## config.mk

```make
export PLATFORM = sky130hd
export DESIGN_NAME = elpc_top
export DESIGN_NICKNAME = d
export VERILOG_FILES = /design/src/logic/elpc_pkg.sv /design/src/logic/elpc_sat_cnt.sv /design/src/logic/elpc_top.sv
export SDC_FILE = /design/constraint.sdc
export NUM_CORES = 1
export LEC_CHECK = 0
export BUFFER_PORTS_ARGS = -buffer_cell sky130_fd_sc_hd__buf_2
export CAP_MARGIN = 0
export CORE_ASPECT_RATIO = 0.8
export CORE_UTILIZATION = 53
export CTS_CLUSTER_SIZE = 16
export DETAILED_ROUTE_END_ITERATION = 10
export PLACE_DENSITY = 0.77
export SLEW_MARGIN = 10
export SYNTH_ARGS = -nofsm -noshare
export SYNTH_HDL_FRONTEND = slang
export SYNTH_SLANG_ARGS = --single-unit
```

## constraint.sdc

```tcl
create_clock -name hclk -period 4.4 [get_ports hclk]
set_input_delay 0.22 -clock hclk [delete_from_list [all_inputs] [get_ports hclk]]
set_output_delay 0.22 -clock hclk [all_outputs]
set_load 0.01 [all_outputs]
```

## src/logic/elpc_pkg.sv

```systemverilog
/*
 * elpc_pkg: constants and state types for the error log and phy event
 * counter block.
 * Assumes: a 32-bit AHB-Lite register bus and one 250 MHz device clock.
 */
package elpc_pkg;

    // byte offsets on the register bus
    localparam logic [11:0] ELPC_ERR_PAGE_BASE = 12'h000;
    localparam logic [11:0] ELPC_EVT_PAGE_BASE = 12'h200;
    localparam logic [11:0] ELPC_CTRL_OFS = 12'h400;
    localparam logic [11:0] ELPC_STATUS_OFS = 12'h404;

    // log page layout
    localparam int ELPC_PAGE_BYTES = 512;
    localparam logic [6:0] ELPC_CKS_WORD = 7'h7F;
    localparam int ELPC_ERR_USED_BYTES = 14;
    localparam int ELPC_EVT_USED_BYTES = 28;
    localparam int ELPC_TAG_LSB = 0;
    localparam int ELPC_TAG_W = 5;
    localparam int ELPC_NQ_BIT = 7;

    // identifier word: width code in bits 14:12, counter code in 11:0
    localparam int ELPC_ID_WCODE_LSB = 12;
    localparam logic [2:0] ELPC_WCODE_16 = 3'h1;
    localparam int ELPC_NUM_CNT = 5;
    localparam int ELPC_CNT_W = 16;
    localparam logic [11:0] ELPC_ID_INTERFACE_CRC_ERROR = 12'h001;
    localparam logic [11:0] ELPC_ID_PHY_DROP = 12'h009;
    localparam logic [11:0] ELPC_ID_SIG_FIS = 12'h00A;
    localparam logic [11:0] ELPC_ID_RX_CRC = 12'h00B;
    localparam logic [11:0] ELPC_ID_RX_OTHER = 12'h00D;
    localparam logic [11:0] ELPC_ID_END = 12'h000;

    // control and status fields
    localparam int ELPC_CTRL_CLR_ON_READ = 0;
    localparam int ELPC_STAT_ERR_VALID = 0;
    localparam int ELPC_STAT_PHY_READY = 1;
    localparam int ELPC_STAT_CLR_ARMED = 2;

    // reset values
    localparam logic [31:0] ELPC_RDATA_RST = 32'h0000_0000;
    localparam logic [127:0] ELPC_ERR_REC_RST = 128'h0;

    typedef struct packed {
        logic pend;
        logic pend_wr;
        logic [9:0] pend_word;
        logic [31:0] rdata;
        logic ready;
        logic resp;
        logic clr_on_read;
        logic clr;
        logic phy_rdy;
        logic err_valid;
        logic [127:0] err_rec;
    } elpc_top_s;

endpackage : elpc_pkg

```

## src/logic/elpc_sat_cnt.sv

```systemverilog
/*
 * elpc_sat_cnt: one saturating event counter with synchronous clear.
 * Assumes: inc and clr come from logic on the same clock.
 */
`timescale 1ns/1ps
module elpc_sat_cnt #(
    parameter int W = 16
) (
    input wire logic hclk,
    input wire logic hresetn,
    input wire logic clr,
    input wire logic inc,
    output logic [W-1:0] cnt
);

    typedef struct packed {
        logic [W-1:0] cnt;
    } elpc_cnt_s;

    elpc_cnt_s s_q;
    elpc_cnt_s s_d;

    always_comb begin
        s_d = s_q;
        if (clr) begin
            // an event in the clearing cycle still counts once
            s_d.cnt = inc ? {{(W-1){1'b0}}, 1'b1} : '0;
        end else if (inc && s_q.cnt != {W{1'b1}}) begin
            s_d.cnt = s_q.cnt + {{(W-1){1'b0}}, 1'b1};
        end
    end

    always_ff @(posedge hclk or negedge hresetn) begin
        if (!hresetn) begin
            s_q <= '0;
        end else begin
            s_q <= s_d;
        end
    end

    assign cnt = s_q.cnt;

    a_sat_hold: assert property (@(posedge hclk) disable iff (!hresetn)
        (s_q.cnt == {W{1'b1}} && !clr) |=> s_q.cnt == {W{1'b1}})
        else $error("saturated counter moved");

    a_clr_zero: assert property (@(posedge hclk) disable iff (!hresetn)
        (clr && !inc) |=> s_q.cnt == '0)
        else $error("counter not cleared");

endmodule : elpc_sat_cnt

```

## src/logic/elpc_top.sv

```systemverilog
/*
 * elpc_top: builds the queued-command error page and the phy event counter
 * page, both readable word by word over an AHB-Lite slave port.
 * Assumes: hresetn is asserted only at power-up; all event inputs are
 * one-cycle pulses or levels from logic on hclk; the master does single
 * word transfers.
 */
`timescale 1ns/1ps
module elpc_top (
    input wire logic hclk,
    input wire logic hresetn,
    input wire logic hsel,
    input wire logic [31:0] haddr,
    input wire logic [1:0] htrans,
    input wire logic hwrite,
    input wire logic [2:0] hsize,
    input wire logic [31:0] hwdata,
    input wire logic hready,
    output logic [31:0] hrdata,
    output logic hreadyout,
    output logic hresp,
    input wire logic err_report,
    input wire logic non_queued_flag,
    input wire logic [4:0] err_tag,
    input wire logic [7:0] sh_status,
    input wire logic [7:0] sh_error,
    input wire logic [7:0] sh_lba_low,
    input wire logic [7:0] sh_lba_mid,
    input wire logic [7:0] sh_lba_high,
    input wire logic [7:0] sh_device,
    input wire logic [7:0] sh_lba_low_prev,
    input wire logic [7:0] sh_lba_mid_prev,
    input wire logic [7:0] sh_lba_high_prev,
    input wire logic [7:0] sh_count,
    input wire logic [7:0] sh_count_prev,
    input wire logic interface_crc_error,
    input wire logic link_phy_ready_state,
    input wire logic sig_fis_sent,
    input wire logic rx_fis_crc_err,
    input wire logic rx_fis_other_err,
    input wire logic bist_activate,
    input wire logic link_comreset,
    input wire logic soft_reset
);

    elpc_pkg::elpc_top_s s_q;
    elpc_pkg::elpc_top_s s_d;

    logic [elpc_pkg::ELPC_NUM_CNT-1:0] cnt_inc;
    logic [elpc_pkg::ELPC_NUM_CNT*elpc_pkg::ELPC_CNT_W-1:0] cnt_val;
    logic [elpc_pkg::ELPC_NUM_CNT*12-1:0] cnt_code;
    logic cnt_clr;
    logic phy_drop;
    logic [elpc_pkg::ELPC_EVT_USED_BYTES*8-1:0] evt_lo;
    logic [127:0] err_lo;
    logic [7:0] err_cks;
    logic [7:0] evt_cks;
    logic [31:0] rd_word;
    logic addr_ok;
    logic take;

    // ready-to-not-ready edge of the link state
    assign phy_drop = s_q.phy_rdy && !link_phy_ready_state;

    // link resets are deliberately not wired to the counters
    assign cnt_clr = bist_activate || s_q.clr;

    // received inputs come from the host, sent ones go to the host
    assign cnt_inc[0] = interface_crc_error;
    assign cnt_inc[1] = phy_drop;
    assign cnt_inc[2] = sig_fis_sent;
    assign cnt_inc[3] = rx_fis_crc_err;
    assign cnt_inc[4] = rx_fis_other_err;

    assign cnt_code = {elpc_pkg::ELPC_ID_RX_OTHER, elpc_pkg::ELPC_ID_RX_CRC, elpc_pkg::ELPC_ID_SIG_FIS,
                       elpc_pkg::ELPC_ID_PHY_DROP, elpc_pkg::ELPC_ID_INTERFACE_CRC_ERROR};

    genvar gi;
    generate
        for (gi = 0; gi < elpc_pkg::ELPC_NUM_CNT; gi = gi + 1) begin : g_cnt
            elpc_sat_cnt #(
                .W(elpc_pkg::ELPC_CNT_W)
            ) u_cnt (
                .hclk(hclk),
                .hresetn(hresetn),
                .clr(cnt_clr),
                .inc(cnt_inc[gi]),
                .cnt(cnt_val[gi*elpc_pkg::ELPC_CNT_W +: elpc_pkg::ELPC_CNT_W])
            );
            // identifier word then value, little endian, from byte 4
            assign evt_lo[(4+4*gi)*8 +: 16] = {1'b0, elpc_pkg::ELPC_WCODE_16, cnt_code[gi*12 +: 12]};
            assign evt_lo[(6+4*gi)*8 +: 16] = cnt_val[gi*elpc_pkg::ELPC_CNT_W +: elpc_pkg::ELPC_CNT_W];
        end
    endgenerate

    assign evt_lo[31:0] = 32'h0000_0000;
    // end marker identifier and padding word
    assign evt_lo[elpc_pkg::ELPC_EVT_USED_BYTES*8-1 -: 32] = {20'h0_0000, elpc_pkg::ELPC_ID_END};

    assign err_lo = s_q.err_rec;

    // byte sums of the few non-zero bytes; all other bytes are zero
    always_comb begin
        logic [7:0] sum_e;
        logic [7:0] sum_v;
        sum_e = 8'h00;
        sum_v = 8'h00;
        for (int i = 0; i < elpc_pkg::ELPC_ERR_USED_BYTES; i++) begin
            sum_e = sum_e + err_lo[i*8 +: 8];
        end
        for (int i = 0; i < elpc_pkg::ELPC_EVT_USED_BYTES; i++) begin
            sum_v = sum_v + evt_lo[i*8 +: 8];
        end
        err_cks = 8'h00 - sum_e;
        evt_cks = 8'h00 - sum_v;
    end

    // read data for the word held in the data phase
    always_comb begin
        logic [6:0] w;
        w = s_q.pend_word[6:0];
        rd_word = 32'h0000_0000;
        case (s_q.pend_word[9:7])
            3'h0: begin
                if (w == elpc_pkg::ELPC_CKS_WORD) begin
                    rd_word = {err_cks, 24'h00_0000};
                end else if (w < 7'h04) begin
                    rd_word = err_lo[w[1:0]*32 +: 32];
                end else begin
                    rd_word = 32'h0000_0000;
                end
            end
            3'h1: begin
                if (w == elpc_pkg::ELPC_CKS_WORD) begin
                    rd_word = {evt_cks, 24'h00_0000};
                end else if (w < 7'h07) begin
                    rd_word = evt_lo[w[2:0]*32 +: 32];
                end else begin
                    rd_word = 32'h0000_0000;
                end
            end
            3'h2: begin
                if (w == elpc_pkg::ELPC_CTRL_OFS[8:2]) begin
                    rd_word = {31'h0, s_q.clr_on_read};
                end else if (w == elpc_pkg::ELPC_STATUS_OFS[8:2]) begin
                    rd_word = {29'h0, s_q.clr_on_read, s_q.phy_rdy, s_q.err_valid};
                end
            end
            default: begin
                rd_word = 32'h0000_0000;
            end
        endcase
    end

    assign addr_ok = haddr[31:12] == 20'h0_0000;
    assign take = hsel && htrans[1] && hready;

    always_comb begin
        s_d = s_q;
        s_d.clr = 1'b0;
        s_d.resp = 1'b0;
        s_d.phy_rdy = link_phy_ready_state;
        if (take) begin
            s_d.pend = 1'b1;
            s_d.pend_wr = hwrite;
            // unmapped space decodes to an unused word that reads zero
            s_d.pend_word = addr_ok ? haddr[11:2] : 10'h3FF;
            s_d.ready = 1'b0;
        end else if (s_q.pend) begin
            s_d.pend = 1'b0;
            s_d.ready = 1'b1;
            if (s_q.pend_wr) begin
                if (s_q.pend_word == elpc_pkg::ELPC_CTRL_OFS[11:2]) begin
                    s_d.clr_on_read = hwdata[elpc_pkg::ELPC_CTRL_CLR_ON_READ];
                end
            end else begin
                s_d.rdata = rd_word;
                // last word of the event page returned: clear afterwards
                if (s_q.clr_on_read && s_q.pend_word == {3'h1, elpc_pkg::ELPC_CKS_WORD}) begin
                    s_d.clr = 1'b1;
                    s_d.clr_on_read = 1'b0;
                end
            end
        end
        if (err_report) begin
            s_d.err_valid = 1'b1;
            s_d.err_rec = elpc_pkg::ELPC_ERR_REC_RST;
            s_d.err_rec[elpc_pkg::ELPC_NQ_BIT] = non_queued_flag;
            if (!non_queued_flag) begin
                s_d.err_rec[elpc_pkg::ELPC_TAG_LSB +: elpc_pkg::ELPC_TAG_W] = err_tag;
            end
            s_d.err_rec[2*8 +: 8] = sh_status;
            s_d.err_rec[3*8 +: 8] = sh_error;
            s_d.err_rec[4*8 +: 8] = sh_lba_low;
            s_d.err_rec[5*8 +: 8] = sh_lba_mid;
            s_d.err_rec[6*8 +: 8] = sh_lba_high;
            s_d.err_rec[7*8 +: 8] = sh_device;
            s_d.err_rec[8*8 +: 8] = sh_lba_low_prev;
            s_d.err_rec[9*8 +: 8] = sh_lba_mid_prev;
            s_d.err_rec[10*8 +: 8] = sh_lba_high_prev;
            s_d.err_rec[12*8 +: 8] = sh_count;
            s_d.err_rec[13*8 +: 8] = sh_count_prev;
        end
    end

    always_ff @(posedge hclk or negedge hresetn) begin
        if (!hresetn) begin
            s_q <= '{pend: 1'b0, pend_wr: 1'b0, pend_word: 10'h000, rdata: elpc_pkg::ELPC_RDATA_RST,
                     ready: 1'b1, resp: 1'b0, clr_on_read: 1'b0, clr: 1'b0, phy_rdy: 1'b0,
                     err_valid: 1'b0, err_rec: elpc_pkg::ELPC_ERR_REC_RST};
        end else begin
            s_q <= s_d;
        end
    end

    assign hrdata = s_q.rdata;
    assign hreadyout = s_q.ready;
    assign hresp = s_q.resp;

    // helper for checks: read completing this cycle
    logic rd_done;
    logic rd_last_q;
    logic [9:0] rd_word_q;
    logic [7:0] err_sum_chk;

    // remembers the data phase that just ended, for the read checks
    always_ff @(posedge hclk or negedge hresetn) begin
        if (!hresetn) begin
            rd_last_q <= 1'b0;
            rd_word_q <= 10'h000;
        end else begin
            rd_last_q <= s_q.pend && !s_q.pend_wr;
            rd_word_q <= s_q.pend_word;
        end
    end

    assign rd_done = s_q.ready && rd_last_q;
    always_comb begin
        err_sum_chk = 8'h00;
        for (int i = 0; i < elpc_pkg::ELPC_ERR_USED_BYTES; i++) begin
            err_sum_chk = err_sum_chk + s_q.err_rec[i*8 +: 8];
        end
    end

    a_tag_capture: assert property (@(posedge hclk) disable iff (!hresetn)
        (err_report && !non_queued_flag) |=> s_q.err_rec[4:0] == $past(err_tag) && !s_q.err_rec[7])
        else $error("queued tag not captured");

    a_nq_flag: assert property (@(posedge hclk) disable iff (!hresetn)
        (err_report && non_queued_flag) |=> s_q.err_rec[7] && s_q.err_rec[4:0] == 5'h00)
        else $error("non-queued flag wrong");

    a_shadow_snap: assert property (@(posedge hclk) disable iff (!hresetn)
        err_report |=> s_q.err_rec[23:16] == $past(sh_status) && s_q.err_rec[111:104] == $past(sh_count_prev)
        && s_q.err_rec[95:88] == 8'h00)
        else $error("shadow snapshot wrong");

    a_err_reserved: assert property (@(posedge hclk) disable iff (!hresetn)
        (rd_done && rd_word_q[9:7] == 3'h0 && rd_word_q[6:0] > 7'h03 && rd_word_q[6:0] < 7'h7F)
        |-> s_q.rdata == 32'h0000_0000)
        else $error("reserved error bytes not zero");

    a_err_checksum: assert property (@(posedge hclk) disable iff (!hresetn)
        (rd_done && rd_word_q == 10'h07F && $stable(s_q.err_rec))
        |-> 8'(err_sum_chk + s_q.rdata[31:24]) == 8'h00 && s_q.rdata[23:0] == 24'h00_0000)
        else $error("error page checksum wrong");

    a_id_word: assert property (@(posedge hclk) disable iff (!hresetn)
        (rd_done && rd_word_q == 10'h081) |-> s_q.rdata[15:0] == 16'h1001)
        else $error("first identifier word wrong");

    a_end_marker: assert property (@(posedge hclk) disable iff (!hresetn)
        (rd_done && rd_word_q[9:7] == 3'h1 && rd_word_q[6:0] == 7'h06) |-> s_q.rdata == 32'h0000_0000)
        else $error("end marker word not zero");

    a_read_clear: assert property (@(posedge hclk) disable iff (!hresetn)
        (s_q.pend && !s_q.pend_wr && s_q.clr_on_read && s_q.pend_word == 10'h0FF)
        |=> s_q.clr ##1 (cnt_val == '0 || $past(cnt_inc) != '0))
        else $error("counters not cleared after read");

    a_reset_keep: assert property (@(posedge hclk) disable iff (!hresetn)
        ((link_comreset || soft_reset) && !cnt_clr && cnt_inc == '0) |=> $stable(cnt_val))
        else $error("link reset disturbed counters");

    a_phy_drop: assert property (@(posedge hclk) disable iff (!hresetn)
        (s_q.phy_rdy && !link_phy_ready_state && !cnt_clr && cnt_val[31:16] != 16'hFFFF)
        |=> cnt_val[31:16] == $past(cnt_val[31:16]) + 16'h0001)
        else $error("phy drop not counted");

    a_interface_crc_error_count: assert property (@(posedge hclk) disable iff (!hresetn)
        (interface_crc_error && !cnt_clr && cnt_val[15:0] != 16'hFFFF)
        |=> cnt_val[15:0] == $past(cnt_val[15:0]) + 16'h0001)
        else $error("crc-failed command not counted");

    a_sig_count: assert property (@(posedge hclk) disable iff (!hresetn)
        (sig_fis_sent && !cnt_clr && cnt_val[47:32] != 16'hFFFF)
        |=> cnt_val[47:32] == $past(cnt_val[47:32]) + 16'h0001)
        else $error("signature fis not counted");

    a_rx_crc_count: assert property (@(posedge hclk) disable iff (!hresetn)
        (rx_fis_crc_err && !cnt_clr && cnt_val[63:48] != 16'hFFFF)
        |=> cnt_val[63:48] == $past(cnt_val[63:48]) + 16'h0001)
        else $error("received crc error not counted");

    a_rx_other_count: assert property (@(posedge hclk) disable iff (!hresetn)
        (rx_fis_other_err && !cnt_clr && cnt_val[79:64] != 16'hFFFF)
        |=> cnt_val[79:64] == $past(cnt_val[79:64]) + 16'h0001)
        else $error("received other error not counted");

    a_bist_clear: assert property (@(posedge hclk) disable iff (!hresetn)
        bist_activate |=> (cnt_val == '0 || $past(cnt_inc) != '0))
        else $error("bist activate did not clear counters");

    a_evt_head: assert property (@(posedge hclk) disable iff (!hresetn)
        (rd_done && rd_word_q == 10'h080) |-> s_q.rdata == 32'h0000_0000)
        else $error("event page head not zero");

    a_evt_tail: assert property (@(posedge hclk) disable iff (!hresetn)
        (rd_done && rd_word_q[9:7] == 3'h1 && rd_word_q[6:0] > 7'h06 && rd_word_q[6:0] < 7'h7F)
        |-> s_q.rdata == 32'h0000_0000)
        else $error("event page tail not zero");

    a_bus_okay: assert property (@(posedge hclk) disable iff (!hresetn)
        take |=> !hreadyout ##1 hreadyout && !hresp)
        else $error("bus answer timing wrong");

endmodule : elpc_top

```

==> results.json, run 1 <==
{
  "grt_usage_pct": 32.9,
  "critPathKind": "flip-flop to flip-flop",
  "synth_seq_cells": 223,
  "setup_viol": 4,
  "reg2reg_from": "err_lo[99]",
  "syn2layout_area_growth_pct": 26.2,
  "avgSynthCellArea_um2": 9.62,
  "final_cells": 2292,
  "slew_viol_final": 0,
  "finalWorstSetupSlack_ps": -310,
  "synthTopCellsByCount": "232 x inv_1, 222 x dfrtp_1, 141 x nand2_1",
  "synth_top_area_share_pct": 37.1,
  "fin_hold_ws_ps": 14.6,
  "fin_area_um2": 18900,
  "port_buffers": 170,
  "syn-cell-area_um2": 15000,
  "r2r_end": "hrdata[30]",
  "numCtsBuffers": 24,
  "htree_levels": 1,
  "peakVddDrop_mv": 0.876,
  "antenna_found_initial": 2,
  "clock.fmax_mhz": 212,
  "grt_pass1_vias": 13691,
  "power_w": 0.00920,
  "row_count": 54,
  "violations": "setup timing",
  "setup.worst_path.start_class": "flip-flop",
  "critPathSlowestCell": "fa_1",
  "die_height_um": 152,
  "layout.nets": 2241,
  "yosys.area.top_type": "dfrtp_1",
  "cp_top_family": "adder cells",
  "ios": 211,
  "start_util_pct": 54.4,
  "synth_cells": 1554,
  "ys_types": 65,
  "critPathCaptureType": "flip-flop",
  "fp.dieW_um": 190,
  "grt_max_degree": 125,
  "hold_viol": 0,
  "yosys_warnings": 0,
  "critical_path.max_fanout": 2,
  "clock_path_buffers": 3,
  "synth_edf_count": 0,
  "seq_area_frac_synth_pct": 37.3,
  "drc": 0,
  "fin_worst_skew_ps": 7.33,
  "grt_pass1_wl_um": 73600,
  "cts.sinks": 223,
  "async_flop_share_pct": 100,
  "multi_input_area_um2": 8130,
  "cts_tree": "done",
  "dp_cells": 2137,
  "tightest_slew_ps": 1110,
  "clockRootBuffer": "clkbuf_16",
  "place_ws_ps": -297,
  "drt_pass1_iterations": 5,
  "p_leak_nw": 9.17,
  "required_ps": 4810,
  "cp_common_cell": "fa_1",
  "hold_depth": 3,
  "cp_cell_sequence": "inv_2, fa_1, inv_2, fa_1, inv_2, fa_1, fa_1, fa_1, fa_1, a21oi_1, nor2_1, nor2_1, xor2_1, o22ai_1, a221oi_2, nor2_1",
  "relSlewSlack_pct": 25.8,
  "status": "finished, violations left",
  "wl_per_cell_um": 20.4,
  "num-fill-cells": 1896,
  "finalCritPeriodShare_pct": 107,
  "ant_nets": 0,
  "core_um2": 27500,
  "yosysMostFrequentCell": "inv_1",
  "drt-initial-drc-count": 1330,
  "dieArea_um2": 28900,
  "vias": 13180,
  "synth_area_leaders": "dfrtp_1 37%, fa_1 15%, inv_1 5.8%",
  "drv_cap": 0,
  "synth_fp_nets": 1885,
  "vias_per_cell": 5.75,
  "synth-main-ff-cell": "dfrtp_1",
  "rsz0062_at_grt": "yes",
  "place_congestion": 1.00,
  "ff2ff_path_depth": 16,
  "hp-class": "input pin to flip-flop",
  "hold_start": "sig_fis_sent",
  "grt_overflow_total": 0,
  "dp_hpwl_um": 32000,
  "path_buf_inv": 3,
  "crit_path_max_incr_delay_ps": 560,
  "worstPathArrival_ps": 5120,
  "drive_gt1_share_pct": 22.1,
  "powerDensity_nw_per_um2": 487,
  "clk_pin_slew_worst_paths_ps": 70,
  "drt_wl_total_um": 46900,
  "r2r_slack_ps": -310,
  "placedInstanceArea_um2": 16900,
  "min_delay_worst_endpoint": "g_cnt[2].u_cnt.cnt[0]",
  "clock_latency_ps": 540,
  "fin_crit_ps": 4710,
  "register_area_um2": 5590
}
==> registers in the layout, indices dropped and copies added, names as in the netlist <==
register	flops
hrdata	32
err_lo	94
hreadyout	1
g_cnt.u_cnt.cnt	80
s_q	16
==> metrics by stage <==
step | util [%] | TNS, ps
final | 68.6 | -782
after global routing | 68.6 | -1340
after CTS | 68.4 | -561
after detailed placement | 61.4 | -918
after global placement | 61.4 | -650
after floorplan | - | -30.2
==> layer usage <==
| layer | GRT usage [%] | part of all wire (%) |
|---|---|---|
| met3 | 7.02 | 9.9 |
| met5 | 0 | 0 |
| met4 | 12.3 | 4.0 |
| met2 | 52.0 | 46 |
| met1 | 44.6 | 40 |
==> cell usage in the layout, fill, tap and decap left out, types with 8 or more instances in the layout <==
cell,instances
a21oi_1,58
a22o_1,15
and3_1,14
and4_1,9
buf_2,168
buf_4,143
clkbuf_16,24
dfrtp_1,219
dlygate4sd3_1,109
fa_1,107
ha_1,42
inv_1,224
inv_2,8
mux2_2,23
mux2i_1,51
nand2_1,141
nand3_1,33
nand4_1,15
nor2_1,126
nor3_1,20
nor4_1,8
o21ai_0,103
o221ai_1,9
o22a_1,8
o22ai_1,21
or3_1,14
xnor2_1,73
xor2_1,25
==> cell families (layout without fill, tap and decap cells) <==
logic type,count (synthesis),in the layout,synth area share [%]
buffers and inverters,326,698,9.12
adders and majority gates,154,154,18.4
and+or+nand+nor,408,408,12.6
AOI/OAI and AO/OA,259,259,10.4
other,1,3,0.0251
muxes,80,80,6.05
xor gates and xnor gates,103,103,6.12
DFF,223,223,37.3
==> how the worst max path moves through the flow <==
stage / from / to / slack (ps) / cells after the start
3_5_place_dp: err_lo[83] / hrdata[30] / -300 / 16
3_3_place_gp: err_lo[83] / hrdata[30] / -240 / 16
6_report: err_lo[99] / hrdata[30] / -310 / 16
4_1_cts: err_lo[107] / hrdata[31] / -220 / 16
5_1_grt: err_lo[82] / hrdata[30] / -430 / 16
2_1_floorplan: g_cnt[2].u_cnt.cnt[10] / hrdata[30] / -30 / 16
==> area by class of cell <==
cell class / instances / share of cell area, %
Multi-Input combinational cell: 1005 / 43.1
Sequential cell: 223 / 29.6
Timing Repair Buffer: 422 / 16.1
Inverter: 234 / 4.65
Clock buffer: 33 / 3.52
Tap cell: 364 / 2.41
Clock inverter: 9 / 0.616
Antenna cell: 2 / 0.0265
==> tightest hold or removal path, cell delays in order <==
cell,delay [ps]
buf_2,140
nand2_1,60
o211ai_1,90
==> what timing repair did <==
item	in CTS	in global routing
buffers inserted	2	1
pin swaps	14	13
gates resized for setup	13	15
endpoints found under the hold margin	228	0
setup endpoints to repair	4	5
hold buffers	109	0
==> power by group <==
part	internal, W	switching [W]
logic	0.00245	0.00243
registers	0.00215	0.0000836
clock network	0.00118	0.000897
(Power assumes the default switching activity.)
==> inputs of run 2 (changes only) <==
- SETUP_SLACK_MARGIN: unset -> 0.15
==> run 2 against run 1 <==
  * The run still ends with setup timing left
  * Global-route usage shrank 0.41 points
  * Non-clock buffer count is the same
  * Sequential power is essentially flat
  * Sequential share of layout area fell by 0.10 points
  * Sequential cell count is the same
  * Register-to-register slack hardly changed
  * Clock power grew 6%
  * Largest cell class unchanged
==> results.json, run 2 (synthesis results as in run 1) <==
{
  "slew_viol_final": 0,
  "hp-class": "input pin to flip-flop",
  "clk_pin_slew_worst_paths_ps": 70,
  "violations": "setup timing",
  "final_util_pct": 68.9,
  "place_congestion": 0.967,
  "layout_common_cells": "224 x inv_1, 218 x dfrtp_1, 168 x buf_2, 142 x buf_4, 141 x nand2_1",
  "htree_levels": 1,
  "fp.dieW_um": 190,
  "dp_cells": 2132,
  "drive_gt1_share_pct": 22.2,
  "numCtsBuffers": 24,
  "ios": 211,
  "syn2layout_area_growth_pct": 26.7,
  "drv_cap": 0,
  "cts_tree": "done",
  "start_util_pct": 54.4,
  "finalSetupTns_ps": -899,
  "cts.sinks": 223,
  "clock_path_buffers": 3,
  "antenna_cells": 0,
  "status": "finished, violations left",
  "power_w": 0.00918,
  "rsz0062_at_grt": "yes",
  "tightest_slew_ps": 1200,
  "setup_viol": 5,
  "vias": 13220,
  "required_ps": 4830,
  "critPathKind": "flip-flop to flip-flop",
  "grt_pass1_wl_um": 72500,
  "grt_max_degree": 136,
  "critical_path.max_fanout": 2,
  "largest_reg_flops": 94,
  "port_buffers": 170,
  "fin_worst_skew_ps": 15.5,
  "drt_wl_total_um": 46700,
  "drt-initial-drc-count": 1463,
  "worstPathArrival_ps": 5130,
  "clockRootBuffer": "clkbuf_16",
  "grt_overflow_total": 0,
  "peakVddDrop_mv": 0.814,
  "final_cells": 2292,
  "powerDensity_nw_per_um2": 484,
  "core_um2": 27500,
  "dp_hpwl_um": 31600,
  "wl_per_cell_um": 20.4,
  "finalWorstSetupSlack_ps": -305,
  "clock_latency_ps": 540,
  "row_count": 54,
  "finalCritPeriodShare_pct": 107,
  "multi_input_area_um2": 8130,
  "vias_per_cell": 5.77,
  "die_height_um": 152,
  "mostFrequentLayoutCell": "inv_1",
  "setup.worst_path.start_class": "flip-flop",
  "relSlewSlack_pct": 20.0,
  "num-fill-cells": 1885,
  "fin_crit_ps": 4710,
  "clock.fmax_mhz": 213,
  "register_area_um2": 5590,
  "layout.nets": 2241,
  "critPathCaptureType": "flip-flop",
  "antenna_found_initial": 0,
  "ant_nets": 0,
  "grt_pass1_vias": 13656,
  "dieArea_um2": 28900,
  "p_leak_nw": 9.21,
  "drt_pass1_iterations": 8,
  "grt_usage_pct": 32.5,
  "drc": 0,
  "hold_viol": 0
}
==> run 2: changes by cell type in the layout (fill, tap and decap cells not counted), sizes merged <==
cell         change
clkbuf           +3
diode            -2
buf              -1
bufinv           +1
clkinv           -1
dlygate4sd3      +1
inv              -1
==> run 2: worst paths after layout <==
check / endpoint / slack [ps] / startpoint / cells past startpoint
setup / recovery: hrdata[30] / -310 / err_lo[107] / 17
hold / removal: g_cnt[4].u_cnt.cnt[0] / 30 / rx_fis_other_err / 3
setup reg to reg: hrdata[30] / -310 / err_lo[107] / 17
hold reg to reg: hrdata[1] / 480 / hrdata[1] / 2
max in group asynchronous: hreadyout / 2810 / hresetn / 3
min in group asynchronous: err_lo[85] / 410 / hresetn / 2
==> run 2: layout make-up <==
class	count	area share, %
clock buffer	36	3.84
inverter	234	4.64
timing repair buffer	422	16.1
multi-input combinational	1005	42.9
tap	364	2.40
clock inverter	8	0.641
sequential	223	29.5
==> run 2: timing repair <==
action | CTS | global route
hold endpoints to repair | 242 | 0
buffers inserted | 4 | 2
cloned | 0 | 0
endpoints found under the setup margin | 5 | 5
pin swaps | 31 | 18
gates resized for setup | 22 | 7
hold buffers | 110 | 0
==> run 2: metal layers <==
metal,part of all wire (%),global-route usage (%)
met5,0,0
met4,3.6,12.6
met3,10,7.51
met2,46,50.4
met1,40,44.2
==> run 2: power breakdown <==
part           internal [W]  leakage, nW  switching [W]  total (W)
clock               0.00132        0.416       0.000893    0.00221
sequential          0.00215         2.85      0.0000824    0.00224
combinational       0.00232         5.94        0.00241    0.00473
total               0.00579         9.21        0.00338    0.00918
==> run 2: metrics by stage <==
stage	setup WS (ps)	hold WS, ps	instance area [um2]
floorplan	-30.1	-75.6	15000
global placement	-208	354	16900
detailed placement	-332	363	16900
CTS	-212	3.52	18900
global route	-411	18.1	18900
finish	-305	29.7	18900
==> run 2: critical path, cell delays in order (launching register included) <==
cell and delay (ps):
dfrtp_1 440, inv_2 80, fa_1 560, inv_2 60, fa_1 510, inv_1 50
fa_1 520, fa_1 430, fa_1 480, buf_4 160, fa_2 330, a21oi_1 140
nor2_1 60, nor2_1 110, xor2_1 160, o22ai_1 120, a221oi_2 330, nor2_1 60
==> inputs of run 3 (changes only) <==
- SKIP_CTS_REPAIR_TIMING: unset -> 1
- clock period: 4.4 -> 4.1 ns (I/O delays scaled with it)
==> run 3 against run 2 <==
  * Core utilization grew 1.4 points
  * Die area is the same
  * Register-to-register slack lost 290 ps
  * The run ends with hold timing, setup timing left
==> results.json, run 3 (synthesis results as in run 1) <==
{
  "critical_path.max_fanout": 2,
  "cp_common_cell": "fa_1",
  "drc": 0,
  "drt_wl_total_um": 48000,
  "place_congestion": 1.00,
  "clk_pin_slew_worst_paths_ps": 70,
  "core_um2": 27500,
  "finalCritPeriodShare_pct": 115,
  "p_leak_nw": 9.43,
  "setup.worst_path.start_class": "flip-flop",
  "r2r_slack_ps": -600,
  "fp.dieW_um": 190,
  "drv_cap": 0,
  "reg2reg_from": "g_cnt[2].u_cnt.cnt[10]",
  "place_ws_ps": -534,
  "ant_nets": 0,
  "antenna_cells": 0,
  "critPathSlowestCell": "fa_1",
  "grt_pass1_wl_um": 68200,
  "cp_cell_sequence": "fa_1, inv_2, fa_1, fa_1, fa_1, inv_1, fa_1, inv_2, ha_4, buf_4, a21o_1, a21oi_2, xor2_1, o21ai_0, a221oi_2, nor2_1",
  "die_height_um": 152,
  "cts.sinks": 223,
  "drive_gt1_share_pct": 24.6,
  "syn2layout_area_growth_pct": 29.3,
  "dp_cells": 2178,
  "hold_viol": 1,
  "rsz0062_at_grt": "yes",
  "clockRootBuffer": "clkbuf_16",
  "vias": 13325,
  "start_util_pct": 54.4,
  "status": "finished, violations left",
  "relSlewSlack_pct": 20.1,
  "mostFrequentLayoutCell": "inv_1",
  "setup_viol": 5,
  "tightest_slew_ps": 1200,
  "drt_pass1_iterations": 7,
  "clock_path_buffers": 3,
  "final_cells": 2332,
  "cts_tree": "done",
  "clock_latency_ps": 530,
  "r2r_end": "hrdata[29]",
  "critPathCaptureType": "flip-flop",
  "dp_hpwl_um": 32900,
  "grt_usage_pct": 30.6,
  "numCtsBuffers": 24,
  "drt-initial-drc-count": 1337,
  "dieArea_um2": 28900,
  "finalWorstSetupSlack_ps": -598,
  "crit_path_max_incr_delay_ps": 590,
  "finalSetupTns_ps": -2380,
  "grt_pass1_vias": 12829,
  "powerDensity_nw_per_um2": 513,
  "hp-class": "input pin to flip-flop",
  "violations": "hold timing, setup timing",
  "htree_levels": 1,
  "port_buffers": 170,
  "fin_crit_ps": 4700,
  "required_ps": 4520,
  "final_util_pct": 70.3,
  "fin_worst_skew_ps": 23.2,
  "grt_overflow_total": 0,
  "wl_per_cell_um": 20.6,
  "crit_end": "hrdata[29]",
  "ff2ff_path_depth": 16,
  "row_count": 54,
  "worstPathArrival_ps": 5110,
  "clock.fmax_mhz": 213,
  "slew_viol_final": 0,
  "fin_hold_ws_ps": -32.3,
  "peakVddDrop_mv": 1.09,
  "layout_common_cells": "219 x inv_1, 218 x dfrtp_1, 184 x buf_4, 168 x buf_2, 141 x nand2_1",
  "largest_reg_flops": 94,
  "antenna_found_initial": 1,
  "worstSetupStartpoint": "g_cnt[2].u_cnt.cnt[10]",
  "ios": 211,
  "vias_per_cell": 5.71,
  "grt_max_degree": 120,
  "critPathKind": "flip-flop to flip-flop",
  "layout.nets": 2282
}
[run 3: cell count changes in the layout (fill, tap and decap cells not counted), sizes merged]
cell / before / now
clkinv: 6 / 5
clkinvlp: 1 / 3
buf: 312 / 354
bufinv: 3 / 6
clkbuf: 36 / 31
dlygate4sd3: 110 / 109
[run 3: how the worst min path moves through the flow]
| stage | start | endpoint | depth (start not counted) |
|---|---|---|---|
| after CTS | link_phy_ready_state | s_q[129] | 1 |
| after global routing | interface_crc_error | g_cnt[0].u_cnt.cnt[0] | 3 |
| final | interface_crc_error | g_cnt[0].u_cnt.cnt[0] | 3 |
| after floorplan | hresetn | err_lo[0] | 0 |
| after global placement | link_phy_ready_state | s_q[129] | 1 |
| after detailed placement | link_phy_ready_state | s_q[129] | 1 |
[run 3: metal layers]
| layer | GRT usage [%] | wire [um] | vias to the layer above |
|---|---|---|---|
| met2 | 46.6 | 22000 | 810 |
| met4 | 9.98 | 2130 | 0 |
| met5 | 0 | 0 | - |
| met3 | 7.07 | 5500 | 163 |
| met1 | 43.2 | 18400 | 6496 |
| li1 | - | - | 5856 |
[run 3: worst max-delay path, delay by kind of cell (launching register included)]
family	cells	cell delay (ps)
adders and majority gates	6	2660
buffers and inverters	4	290
xor gates and xnor gates	1	250
DFF	1	420
AOI/OAI and AO/OA	4	910
and+or+nand+nor	1	70
[run 3: per-stage QoR]
stage,instance area (um2),total power (W)
after floorplan,15000,0.00547
after global placement,17200,0.00669
after detailed placement,17200,0.00687
after CTS,18100,0.00939
after global routing,19300,0.0105
final,19300,0.00992
[run 3: report_power, final]
group / switching (W) / total (W) / internal, W
Sequential: 0.0000849 / 0.00240 / 0.00231
Clock: 0.000955 / 0.00252 / 0.00156
Combinational: 0.00258 / 0.00500 / 0.00243
Total: 0.00362 / 0.00992 / 0.00630
[run 3: final cells by class]
class	count	area [um2]
fill	1884	8160
clock buffer	31	688
multi-input combinational	1005	8160
timing repair buffer	463	3350
inverter	234	878
tap	364	455
clock inverter	12	221
sequential	223	5590
